$ cat config.mk
export PLATFORM = sky130hd
export DESIGN_NAME = tx_fifo_debug_and_descriptor_attrs
export DESIGN_NICKNAME = d
export VERILOG_FILES = /design/src/shared/tx_dbg_pkg.sv /design/src/rtl/tx_fifo_debug_and_descriptor_attrs.sv
export VERILOG_INCLUDE_DIRS = /design/src /design/src/shared
export SDC_FILE = /design/constraint.sdc
export NUM_CORES = 1
export LEC_CHECK = 0
export ABC_AREA = 1
export BUFFER_PORTS_ARGS = -buffer_cell sky130_fd_sc_hd__clkbuf_2
export CORE_MARGIN = 1.5
export CORE_UTILIZATION = 45
export DETAILED_ROUTE_END_ITERATION = 16
export PLACE_DENSITY = 0.73
export SLEW_MARGIN = 5
export SYNTH_ARGS = -nofsm -noshare
export SYNTH_HDL_FRONTEND = slang
export SYNTH_SLANG_ARGS = --single-unit
$ cat constraint.sdc
create_clock -name aclk -period 4.56 [get_ports aclk]
set_input_delay 0.228 -clock aclk [delete_from_list [all_inputs] [get_ports aclk]]
set_output_delay 0.228 -clock aclk [all_outputs]
set_load 0.01 [all_outputs]
$ cat src/shared/tx_dbg_params.svh
// Offsets, field positions and reset values of the debug/attribute bank.
// Assumes byte addresses on a 32-bit AXI4-Lite bus.
`ifndef TX_DBG_PARAMS_SVH
`define TX_DBG_PARAMS_SVH

// ****************************************************************
// Register offsets
// ****************************************************************
`define OFS_TX_LEVEL      8'h78
`define OFS_TX_POINTER    8'h7c
`define OFS_HIGH_SPEED_DESCRIPTOR_ATTRIBUTES       8'ha0
`define OFS_FULL_SPEED_DESCRIPTOR_ATTRIBUTES       8'ha4
`define OFS_STR_ATTR      8'ha8
`define OFS_DESC_CTRL     8'hb8

// ****************************************************************
// Field positions
// ****************************************************************
`define POS_RD_FIELD      16
`define POS_POLL          16
`define POS_DEV_LEN       8
`define POS_CFG_LEN       0
`define POS_CFGSTR        24
`define POS_SERSTR        16
`define POS_PRODSTR       8
`define POS_MAKER         0
`define POS_EMU_EN        0

// ****************************************************************
// Reset values and writable masks
// ****************************************************************
`define RST_HS_POLL       8'h04
`define RST_FS_POLL       8'h01
`define RST_LEN           8'h00
`define MASK_SPEED_ATTR   32'h00ffffff
`define MASK_STR_ATTR     32'hffffffff
`define MASK_DESC_CTRL    32'h00000001

// ****************************************************************
// AXI responses
// ****************************************************************
`define RESP_OKAY         2'b00
`define RESP_DECERR       2'b11

`endif

$ cat src/shared/tx_dbg_pkg.sv
// Types shared by the debug/attribute bank and its users.
// Assumes nothing beyond a SystemVerilog compiler.
package tx_dbg_pkg;

  // ****************************************************************
  // FIFO side events, all one-cycle pulses on aclk
  // ****************************************************************
  typedef struct packed {
    logic wr_dword;     // One DWORD stored
    logic wr_commit;    // Whole packet now stored
    logic wr_error;     // Stored packet bad, rewind it
    logic rd_dword;     // One DWORD drained
    logic rd_done;      // Whole packet drained
  } tx_fifo_events_t;

  // ****************************************************************
  // Descriptor attributes handed to enumeration logic
  // ****************************************************************
  typedef struct packed {
    logic [7:0] high_speed_poll_interval;
    logic [7:0] high_speed_device_desc_len;
    logic [7:0] high_speed_config_desc_len;
    logic [7:0] full_speed_poll_interval;
    logic [7:0] full_speed_device_desc_len;
    logic [7:0] full_speed_config_desc_len;
    logic [7:0] config_string_len;
    logic [7:0] serial_string_len;
    logic [7:0] product_string_len;
    logic [7:0] maker_string_len;
  } desc_attr_t;

endpackage

$ cat src/rtl/tx_fifo_debug_and_descriptor_attrs.sv
// Transmit FIFO level/pointer tracking and descriptor attribute bank.
// Assumes FIFO events come from logic on aclk; one AXI4-Lite master.
//
// Our own choice: the AXI4-Lite register port.
`timescale 1ns/1ns
`include "tx_dbg_params.svh"

// What this block does
// - Read level grows by packet DWORD count once whole packet is stored.
// - Read level drops by one for each DWORD drained.
// - No read-side rewind; drained DWORDs never return to read level.
// - Write level grows by one for each DWORD stored.
// - Write level drops by packet DWORD count once packet fully drained.
// - Write rewind drops write level by DWORDs of partial packet so far.
// - A packet stored with error is rewound so the host resends it.
// - Read and write pointers readable as DWORD addresses, reset to zero.
// - High-speed poll interval bits 23:16, writable, resets to 04h.
// - Full-speed poll interval bits 23:16, writable, resets to 01h.
// - Four writable string sizes in one register, each resetting to zero.
// - Attributes drive descriptors only without EEPROM and emulation set.
// - Attributes keep contents across protected resets.
// - Size fields give lengths of descriptor images in descriptor RAM.
module tx_fifo_debug_and_descriptor_attrs #(
  parameter int LEVEL_W = 12,
  parameter int PTR_W   = 11
) (
  input  wire logic                        aclk,
  input  wire logic                        aresetn,
  input  wire logic                        reset_protect,
  input  wire logic                        eeprom_present,
  input  wire tx_dbg_pkg::tx_fifo_events_t fifo_events,
  output      logic                        attrs_active,
  output      tx_dbg_pkg::desc_attr_t      desc_attrs,
  input  wire logic [7:0]                  s_axi_awaddr,
  input  wire logic                        s_axi_awvalid,
  output      logic                        s_axi_awready,
  input  wire logic [31:0]                 s_axi_wdata,
  input  wire logic [3:0]                  s_axi_wstrb,
  input  wire logic                        s_axi_wvalid,
  output      logic                        s_axi_wready,
  output      logic [1:0]                  s_axi_bresp,
  output      logic                        s_axi_bvalid,
  input  wire logic                        s_axi_bready,
  input  wire logic [7:0]                  s_axi_araddr,
  input  wire logic                        s_axi_arvalid,
  output      logic                        s_axi_arready,
  output      logic [31:0]                 s_axi_rdata,
  output      logic [1:0]                  s_axi_rresp,
  output      logic                        s_axi_rvalid,
  input  wire logic                        s_axi_rready
);

  // ****************************************************************
  // Elaboration checks
  // ****************************************************************
  // Field widths are fixed by the register layout
  if (LEVEL_W < 1 || LEVEL_W > 12 || PTR_W < 1 || PTR_W > 11) begin : g_chk
    $error("LEVEL_W must be 1..12 and PTR_W 1..11");
  end

  // ****************************************************************
  // Helpers
  // ****************************************************************
  // Byte-lane merge limited to writable bits
  function automatic logic [31:0] merge(input logic [31:0] old,
                                        input logic [31:0] data,
                                        input logic [3:0]  strb,
                                        input logic [31:0] mask);
    logic [31:0] lanes;
    lanes = {{8{strb[3]}}, {8{strb[2]}}, {8{strb[1]}}, {8{strb[0]}}};
    return (old & ~(lanes & mask)) | (data & lanes & mask);
  endfunction

  // ****************************************************************
  // State
  // ****************************************************************
  logic [LEVEL_W-1:0] tx_read_level;
  logic [LEVEL_W-1:0] tx_write_level;
  logic [PTR_W-1:0]   tx_read_pointer;
  logic [PTR_W-1:0]   tx_write_pointer;
  logic [LEVEL_W-1:0] wr_pkt_count;
  logic [LEVEL_W-1:0] rd_pkt_count;
  logic [31:0]        high_speed_descriptor_attributes;
  logic [31:0]        full_speed_descriptor_attributes;
  logic [31:0]        str_attr;
  logic               eeprom_emulation_enable;
  logic               aw_held;
  logic               w_held;
  logic [7:0]         aw_addr;
  logic [31:0]        w_data;
  logic [3:0]         w_strb;

  // ****************************************************************
  // FIFO event arithmetic
  // ****************************************************************
  logic               wr_take;
  logic [LEVEL_W-1:0] wr_pkt_total;
  logic [LEVEL_W-1:0] rd_pkt_total;
  logic [LEVEL_W-1:0] next_read_level;
  logic [LEVEL_W-1:0] next_write_level;

  // A DWORD arriving in the error cycle belongs to the dropped packet
  assign wr_take = fifo_events.wr_dword & ~fifo_events.wr_error;
  // Totals include a DWORD that moves in the same cycle as the end
  assign wr_pkt_total = wr_pkt_count + LEVEL_W'(wr_take);
  assign rd_pkt_total = rd_pkt_count + LEVEL_W'(fifo_events.rd_dword);

  // Net adjustment of both levels in one step
  always_comb begin
    next_read_level = tx_read_level;
    if (fifo_events.wr_commit && !fifo_events.wr_error)
      next_read_level = next_read_level + wr_pkt_total;
    if (fifo_events.rd_dword)
      next_read_level = next_read_level - LEVEL_W'(1);
    // Nothing ever adds drained DWORDs back here
    next_write_level = tx_write_level;
    if (wr_take)
      next_write_level = next_write_level + LEVEL_W'(1);
    if (fifo_events.wr_error)
      next_write_level = next_write_level - wr_pkt_count;
    if (fifo_events.rd_done)
      next_write_level = next_write_level - rd_pkt_total;
  end

  // Level registers
  always_ff @(posedge aclk) begin
    if (!aresetn) begin
      tx_read_level  <= '0;
      tx_write_level <= '0;
    end else begin
      tx_read_level  <= next_read_level;
      tx_write_level <= next_write_level;
    end
  end

  // Per-packet DWORD counters on both sides
  always_ff @(posedge aclk) begin
    if (!aresetn) begin
      wr_pkt_count <= '0;
      rd_pkt_count <= '0;
    end else begin
      if (fifo_events.wr_error || fifo_events.wr_commit)
        wr_pkt_count <= '0;
      else if (wr_take)
        wr_pkt_count <= wr_pkt_count + LEVEL_W'(1);
      if (fifo_events.rd_done)
        rd_pkt_count <= '0;
      else if (fifo_events.rd_dword)
        rd_pkt_count <= rd_pkt_count + LEVEL_W'(1);
    end
  end

  // Pointers; the write pointer steps back over a bad packet
  always_ff @(posedge aclk) begin
    if (!aresetn) begin
      tx_read_pointer  <= '0;
      tx_write_pointer <= '0;
    end else begin
      if (fifo_events.rd_dword)
        tx_read_pointer <= tx_read_pointer + PTR_W'(1);
      if (fifo_events.wr_error)
        tx_write_pointer <= tx_write_pointer
                            - PTR_W'(wr_pkt_count);
      else if (wr_take)
        tx_write_pointer <= tx_write_pointer + PTR_W'(1);
    end
  end

  // ****************************************************************
  // AXI4-Lite write channel
  // ****************************************************************
  logic do_write;

  assign s_axi_awready = !aw_held && !s_axi_bvalid;
  assign s_axi_wready  = !w_held && !s_axi_bvalid;
  assign do_write      = aw_held && w_held && !s_axi_bvalid;

  // Address and data are caught separately, in either order
  always_ff @(posedge aclk) begin
    if (!aresetn) begin
      aw_held <= 1'b0;
      w_held  <= 1'b0;
      aw_addr <= 8'h00;
      w_data  <= 32'h0;
      w_strb  <= 4'h0;
    end else begin
      if (s_axi_awvalid && s_axi_awready) begin
        aw_held <= 1'b1;
        aw_addr <= s_axi_awaddr;
      end else if (do_write) begin
        aw_held <= 1'b0;
      end
      if (s_axi_wvalid && s_axi_wready) begin
        w_held <= 1'b1;
        w_data <= s_axi_wdata;
        w_strb <= s_axi_wstrb;
      end else if (do_write) begin
        w_held <= 1'b0;
      end
    end
  end

  // Write response; debug registers accept and ignore writes
  always_ff @(posedge aclk) begin
    if (!aresetn) begin
      s_axi_bvalid <= 1'b0;
      s_axi_bresp  <= `RESP_OKAY;
    end else if (do_write) begin
      s_axi_bvalid <= 1'b1;
      unique case ({aw_addr[7:2], 2'b00})
        `OFS_TX_LEVEL, `OFS_TX_POINTER, `OFS_HIGH_SPEED_DESCRIPTOR_ATTRIBUTES, `OFS_FULL_SPEED_DESCRIPTOR_ATTRIBUTES,
        `OFS_STR_ATTR, `OFS_DESC_CTRL: s_axi_bresp <= `RESP_OKAY;
        default:                       s_axi_bresp <= `RESP_DECERR;
      endcase
    end else if (s_axi_bready) begin
      s_axi_bvalid <= 1'b0;
    end
  end

  // ****************************************************************
  // Attribute registers
  // ****************************************************************
  // Software is trusted to keep size fields legal and zero for absent
  // descriptors, and to leave them alone with an EEPROM fitted: no
  // checking here, the stored value is passed on as is.
  logic attr_reset;
  assign attr_reset = !aresetn && !reset_protect;

  // Protected attribute storage
  always_ff @(posedge aclk) begin
    if (attr_reset) begin
      high_speed_descriptor_attributes  <= {8'h00, `RST_HS_POLL, `RST_LEN, `RST_LEN};
      full_speed_descriptor_attributes  <= {8'h00, `RST_FS_POLL, `RST_LEN, `RST_LEN};
      str_attr <= {4{`RST_LEN}};
    end else if (aresetn && do_write) begin
      if ({aw_addr[7:2], 2'b00} == `OFS_HIGH_SPEED_DESCRIPTOR_ATTRIBUTES)
        high_speed_descriptor_attributes <= merge(high_speed_descriptor_attributes, w_data, w_strb,
                         `MASK_SPEED_ATTR);
      if ({aw_addr[7:2], 2'b00} == `OFS_FULL_SPEED_DESCRIPTOR_ATTRIBUTES)
        full_speed_descriptor_attributes <= merge(full_speed_descriptor_attributes, w_data, w_strb,
                         `MASK_SPEED_ATTR);
      if ({aw_addr[7:2], 2'b00} == `OFS_STR_ATTR)
        str_attr <= merge(str_attr, w_data, w_strb,
                          `MASK_STR_ATTR);
    end
  end

  // Descriptor source control, cleared by every reset
  always_ff @(posedge aclk) begin
    if (!aresetn)
      eeprom_emulation_enable <= 1'b0;
    else if (do_write && w_strb[0]
             && {aw_addr[7:2], 2'b00} == `OFS_DESC_CTRL)
      eeprom_emulation_enable <= w_data[`POS_EMU_EN];
  end

  // ****************************************************************
  // Attribute hand-off to descriptor processing
  // ****************************************************************
  // Registered so the enumeration logic sees no write glitches
  always_ff @(posedge aclk) begin
    if (!aresetn) begin
      attrs_active <= 1'b0;
      desc_attrs   <= '0;
    end else begin
      attrs_active <= !eeprom_present
                      && eeprom_emulation_enable;
      if (!eeprom_present && eeprom_emulation_enable) begin
        desc_attrs.high_speed_poll_interval   <= high_speed_descriptor_attributes[23:16];
        desc_attrs.high_speed_device_desc_len <= high_speed_descriptor_attributes[15:8];
        desc_attrs.high_speed_config_desc_len <= high_speed_descriptor_attributes[7:0];
        desc_attrs.full_speed_poll_interval   <= full_speed_descriptor_attributes[23:16];
        desc_attrs.full_speed_device_desc_len <= full_speed_descriptor_attributes[15:8];
        desc_attrs.full_speed_config_desc_len <= full_speed_descriptor_attributes[7:0];
        desc_attrs.config_string_len  <= str_attr[31:24];
        desc_attrs.serial_string_len  <= str_attr[23:16];
        desc_attrs.product_string_len <= str_attr[15:8];
        desc_attrs.maker_string_len   <= str_attr[7:0];
      end else begin
        desc_attrs <= '0;
      end
    end
  end

  // ****************************************************************
  // AXI4-Lite read channel
  // ****************************************************************
  logic [31:0] read_word;
  logic        read_hit;

  assign s_axi_arready = !s_axi_rvalid;

  // Read mux; reserved bits come back as zero
  always_comb begin
    read_word = 32'h0;
    read_hit  = 1'b1;
    unique case ({s_axi_araddr[7:2], 2'b00})
      `OFS_TX_LEVEL: begin
        read_word[`POS_RD_FIELD +: LEVEL_W] = tx_read_level;
        read_word[0 +: LEVEL_W]             = tx_write_level;
      end
      `OFS_TX_POINTER: begin
        read_word[`POS_RD_FIELD +: PTR_W] = tx_read_pointer;
        read_word[0 +: PTR_W]             = tx_write_pointer;
      end
      `OFS_HIGH_SPEED_DESCRIPTOR_ATTRIBUTES:   read_word = high_speed_descriptor_attributes;
      `OFS_FULL_SPEED_DESCRIPTOR_ATTRIBUTES:   read_word = full_speed_descriptor_attributes;
      `OFS_STR_ATTR:  read_word = str_attr;
      `OFS_DESC_CTRL: read_word[`POS_EMU_EN] = eeprom_emulation_enable;
      default:        read_hit = 1'b0;
    endcase
  end

  // Read data held until the master takes it
  always_ff @(posedge aclk) begin
    if (!aresetn) begin
      s_axi_rvalid <= 1'b0;
      s_axi_rdata  <= 32'h0;
      s_axi_rresp  <= `RESP_OKAY;
    end else if (s_axi_arvalid && s_axi_arready) begin
      s_axi_rvalid <= 1'b1;
      s_axi_rdata  <= read_word;
      s_axi_rresp  <= read_hit ? `RESP_OKAY : `RESP_DECERR;
    end else if (s_axi_rready) begin
      s_axi_rvalid <= 1'b0;
    end
  end

endmodule // tx_fifo_debug_and_descriptor_attrs

# After elaboration in Yosys (flattened, before gate mapping)
# Cells that the tools add are included.
# op_classes
div	0
n_reduce_logical	35
n_addsub	12
n_eq_ne	12
shift	0
order_cmp	0
n_mul	0
bitwise_logic	12
muxes	24
# op_table
cell	n
32-bit AND	4
32-bit by 24-bit bitwise OR with 32-bit output	2
12-bit 2-to-1 mux	5
11-bit case mux with 5 select lines	1
10-bit case mux with 5 select lines	1
6-bit equality test (second input constant)	8
12-bit by 1-bit adder with 12-bit output (second input constant)	3
24-bit NOT with 32-bit output	1
32-bit NOT	1
32-bit bitwise OR	1
12-bit by 1-bit adder with 12-bit output	2
6-bit by 5-bit equality test with 1-bit output (second input constant)	4
4-bit case mux with 3 select lines	2
12-bit subtractor	2
11-bit by 1-bit adder with 11-bit output (second input constant)	2
11-bit 2-to-1 mux	2
1-bit logical AND	13
12-bit adder	1
6-bit OR reduction	2
12-bit by 1-bit subtractor with 12-bit output (second input constant)	1
11-bit subtractor	1
2-bit nonzero test	5
1-bit zero test	8
1-bit 2-to-1 mux	8
8 further kinds	15
# totals
out_inout_bits	122
mem_bits_ro	0
latch_bits	0
ramBits	0
mem_count	0
elab_cells	126
regBits	332

# Logic depth before layout (Yosys ltp)
# logic_depth
word_depth	7
ltp_mapped	28
ltp_nobuf	27

# Worst setup path before layout
# OpenSTA, ideal clock, no wires.
# synth_path
path_kind	input-to-reg
start	in fifo_events[2] in the netlist's numbering
end	reg tx_write_level[10]
slack_ns	0.854
stages	27
n_path_buf	1
t_required_ns	4.490
setup_time_ns	0.070
t_arrival_ns	3.636
path_cell_list	buf_6 -> inv_4 -> nand2_2 -> inv_2 -> nand4_1 -> nor2_1 -> nand2_1 -> xor2_1 -> inv_1 -> ha_1 -> nand2_1 -> nor2_1 -> nand3_1 -> nand3_1 -> xor2_1 -> nand2_1 -> o21a_1 -> ha_1 -> inv_1 -> ha_1 -> inv_1 -> nor3_1 -> nand3_1 -> a31o_2 -> nand3_1 -> nand2_1 -> a21oi_1
# synth_via
elab_chain_len	7
# synth_rtl
item	line_no	text
start, declared	tx_fifo_debug_and_descriptor_attrs.sv:31	input wire tx_dbg_pkg::tx_fifo_events_t fifo_events,
1-bit NOT *	tx_fifo_debug_and_descriptor_attrs.sv:103	assign wr_take = fifo_events.wr_dword & ~fifo_events.wr_error;
1-bit AND *	tx_fifo_debug_and_descriptor_attrs.sv:103	
net wr_take	tx_fifo_debug_and_descriptor_attrs.sv:96	logic wr_take;
12-bit 2-to-1 mux *	tx_fifo_debug_and_descriptor_attrs.sv:117	if (wr_take)
12-bit subtractor	tx_fifo_debug_and_descriptor_attrs.sv:120	next_write_level = next_write_level - wr_pkt_count;
12-bit 2-to-1 mux *	tx_fifo_debug_and_descriptor_attrs.sv:119	if (fifo_events.wr_error)
12-bit subtractor	tx_fifo_debug_and_descriptor_attrs.sv:122	next_write_level = next_write_level - rd_pkt_total;
12-bit 2-to-1 mux *	tx_fifo_debug_and_descriptor_attrs.sv:121	if (fifo_events.rd_done)
end signal, assigned	tx_fifo_debug_and_descriptor_attrs.sv:132	tx_write_level <= next_write_level;
end, declared	tx_fifo_debug_and_descriptor_attrs.sv:78	logic [LEVEL_W-1:0] tx_write_level;
# The timed path passes the listed nets; every way through them passes the cells marked *.
# A chain may end at the register's enable or synchronous reset.

# Worst setup path in the final report
# layout_path
start	reg tx_write_level[2]
end	reg tx_write_level[10]
# layout_via
elab_chain_len	6
# layout_rtl
item	line_no	text
12-bit by 1-bit adder with 12-bit output	tx_fifo_debug_and_descriptor_attrs.sv:118	next_write_level = next_write_level + LEVEL_W'(1);
12-bit 2-to-1 mux *	tx_fifo_debug_and_descriptor_attrs.sv:117	
12-bit subtractor	tx_fifo_debug_and_descriptor_attrs.sv:120	
12-bit 2-to-1 mux *	tx_fifo_debug_and_descriptor_attrs.sv:119	
12-bit subtractor	tx_fifo_debug_and_descriptor_attrs.sv:122	
12-bit 2-to-1 mux *	tx_fifo_debug_and_descriptor_attrs.sv:121	
# Every way passes the cells marked *; elsewhere a longest branch is shown, timed or not.

==> flow_metrics.tcl <==
set metrics [dict create \
    cpMaxStageDelayCell "dfxtp_1" \
    skew_ps 14.90 \
    overflow 0 \
    regArea_um2 6246 \
    die_w_um 180.1 \
    synth_edf_count 0 \
    synth_top_family_by_area "compound AO/OA/AOI/OAI gates" \
    vias 13440 \
    final_util 0.5484 \
    wirelength_um 41270 \
    multiInputGateArea_um2 6490 \
    p_leak_nw 7.350 \
    yosysSeqAreaShare 0.4426 \
    required_ps 5010 \
    rsz0062_at_grt "no" \
    die_h_um 180.1 \
    dr_wl_met3_um 3250 \
    layout_common_cells "dfxtp_1, inv_1, nand2_1" \
    fill_cells 2935 \
    finalInstanceArea_um2 16860 \
    core_area_um2 30750 \
    wl_met2_um 19250 \
    cts_buffers 35 \
    setup_viol 0 \
    grt_pass1_wl_um 64380 \
    first_pass_iters 5 \
    crit_path_frequent_cell "nand2_1" \
    grt_max_degree 93 \
    syn_to_final_growth_pct 19.49 \
    drv_slew 0 \
    ys_types 52 \
    grt_use_total 0.2461 \
    cts_setup_buffers 0 \
    maxCapViolations 0 \
    vias_per_cell 5.340 \
    dp_hpwl_um 29850 \
    tightestPinTransition_ps 965.4 \
    syn-cell-area_um2 14110 \
    relSlewSlack 0.3515 \
    critPathMaxStageDelay_ps 410 \
    h-tree-depth 2 \
    antenna_found_initial 0 \
    worst_ep_arrival_time_ps 4600 \
    hp-class "in -> reg" \
    clk_pin_slew_worst_paths_ps 60 \
    ir_drop_uv 301.2 \
    hold_ws_ps 5.353 \
    reg2reg_slack_ps 410 \
    endpoint_kind "register" \
    path_cells "nand2_1 > nor2_2 > nand3_1 > xnor2_1 > ha_1 > nand2_1 > nor3_1 > a21oi_1 > o21ai_0 > nor2_1 > o21ai_0 > nand2_1 > ha_1 > inv_1 > ha_1 > inv_1 > nor3_1 > nand3_1 > a31o_2 > nand3_1 > nand2_1 > a21oi_1" \
    io_pins 188 \
    portBuffers 183 \
    start_kind "register" \
    syn_avg_cell_area_um2 7.401 \
    synth_mux_area_frac 0 \
    drtIter0Drc 951 \
    max_freq_mhz 241.0 \
    final_common_cell "dfxtp_1" \
    post-route-min-period_ps 4150 \
    min_period_over_period 0.9100 \
    synth.yosys.warnings 0 \
    die_area_um2 32430 \
    cts_root_buffer "clkbuf_16" \
    met1Wirelength_um 17490 \
    crit_path_max_fanout 6 \
    synthSimpleGateAreaFrac 0.1902 \
    wl_per_cell_um 16.40 \
    ant_nets 0 \
    clkSinkCount 312 \
    setup_tns_ps 0 \
    highest_layer "met4" \
    start_util 0.4590 \
    antennaDiodeCount 0 \
    synth-compound-area-share 0.1972 \
    synth_nets 2033 \
    cts_tree "done" \
    hold_viol 0 \
    nNetsFinal 2222 \
    path_class "reg -> reg" \
    grt_pass1_vias 12440 \
    worst-path-buf-inv 2 \
    outcome "finished clean" \
    gp_congestion 0.9119 \
    drive_gt1_frac 0.1396 \
    synth_ff_type "dfxtp_1" \
    async_flop_share 0 \
    drc_errors 0 \
    rows 64 \
    place_area_um2 15330 \
    cpLargestDelayFamily "simple AND/OR/NAND/NOR gates" \
    synth_adder_area_share 0.05638 \
    synth_xor_area_frac 0.01613 \
    synth_seq_cells 312 \
    worst_skew_pair.late_latency_ps 520 \
    cts.path.max_buffers 3 \
    cellPowerDensity_nw_per_um2 439.4 \
    synthCells 1907 \
]
path summary, 6_finish.rpt:
check / start / endpoint / cells past startpoint
worst max-delay path: tx_write_level[2] / tx_write_level[10] / 22
worst min-delay path: s_axi_wdata[6] / w_data[6] / 3
worst max register to register: tx_write_level[2] / tx_write_level[10] / 22
worst min register to register: register / desc_attrs[19] / 2
worst min-delay path: stages:
cell      delay, ps
clkbuf_2         80
o21ai_0          80
nor2_1           90
Yosys cell counts (all sizes together), types with 18 or more instances:
cell,count,area (µm²)
nand4,18,112.6
nor2,250,987.2
o22ai,22,137.6
dfxtp,312,6246
a21oi,211,1056
xor2,21,183.9
nor3,25,130.1
clkbuf,55,206.5
inv,284,1069
nand3,72,380.4
o21ai,213,1074
nand2,259,987.2
ha,54,675.7
buf,18,91.33
a221oi,19,166.4
area by class of cell:
type / count / share of cell area
sequential: 312 / 0.3704
clock inverter: 20 / 0.01766
timing repair buffer: 225 / 0.07716
clock buffer: 42 / 0.05654
tap: 396 / 0.02938
inverter: 287 / 0.06403
multi-input combinational: 1235 / 0.3848
layer usage:
| metal | up-vias | GRT usage |
|---|---|---|
| met1 | 6212 | 0.3149 |
| met2 | 508 | 0.4176 |
| met4 | 0 | 0.08471 |
| li1 | 6639 | - |
| met3 | 83 | 0.04527 |
| met5 | - | 0 |
repair_timing:
item                                   4_1_cts  5_1_grt
resized for setup                            0        0
endpoints found under the hold margin       26        0
hold buffers                                28        0
cells by family (layout without fill, tap and decap cells):
kind of cell / count (synthesis) / after routing
buf+inv: 360 / 574
compound gates: 512 / 512
fa+ha+maj: 60 / 60
simple gates: 637 / 637
flops: 312 / 312
xor+xnor: 26 / 26
through the flow:
step | instances | worst slack, ps | power (mW)
after floorplan | 1907 | 854.1 | 4.031
after detailed placement | 2427 | 259.9 | 4.391
final | 2517 | 410.3 | 7.411
after CTS | 2517 | 438.8 | 7.426
after global routing | 2517 | 2.916 | 7.747
after global placement | 2427 | 331.0 | 4.375
power by group:
part,internal [mW],leakage [nW],switching [mW]
Combinational,0.528,4.21,0.873
Sequential,2.85,2.54,0.131
Clock,1.85,0.600,1.18
Total,5.23,7.35,2.18
Note: power is estimated with default switching activity, not from simulation.
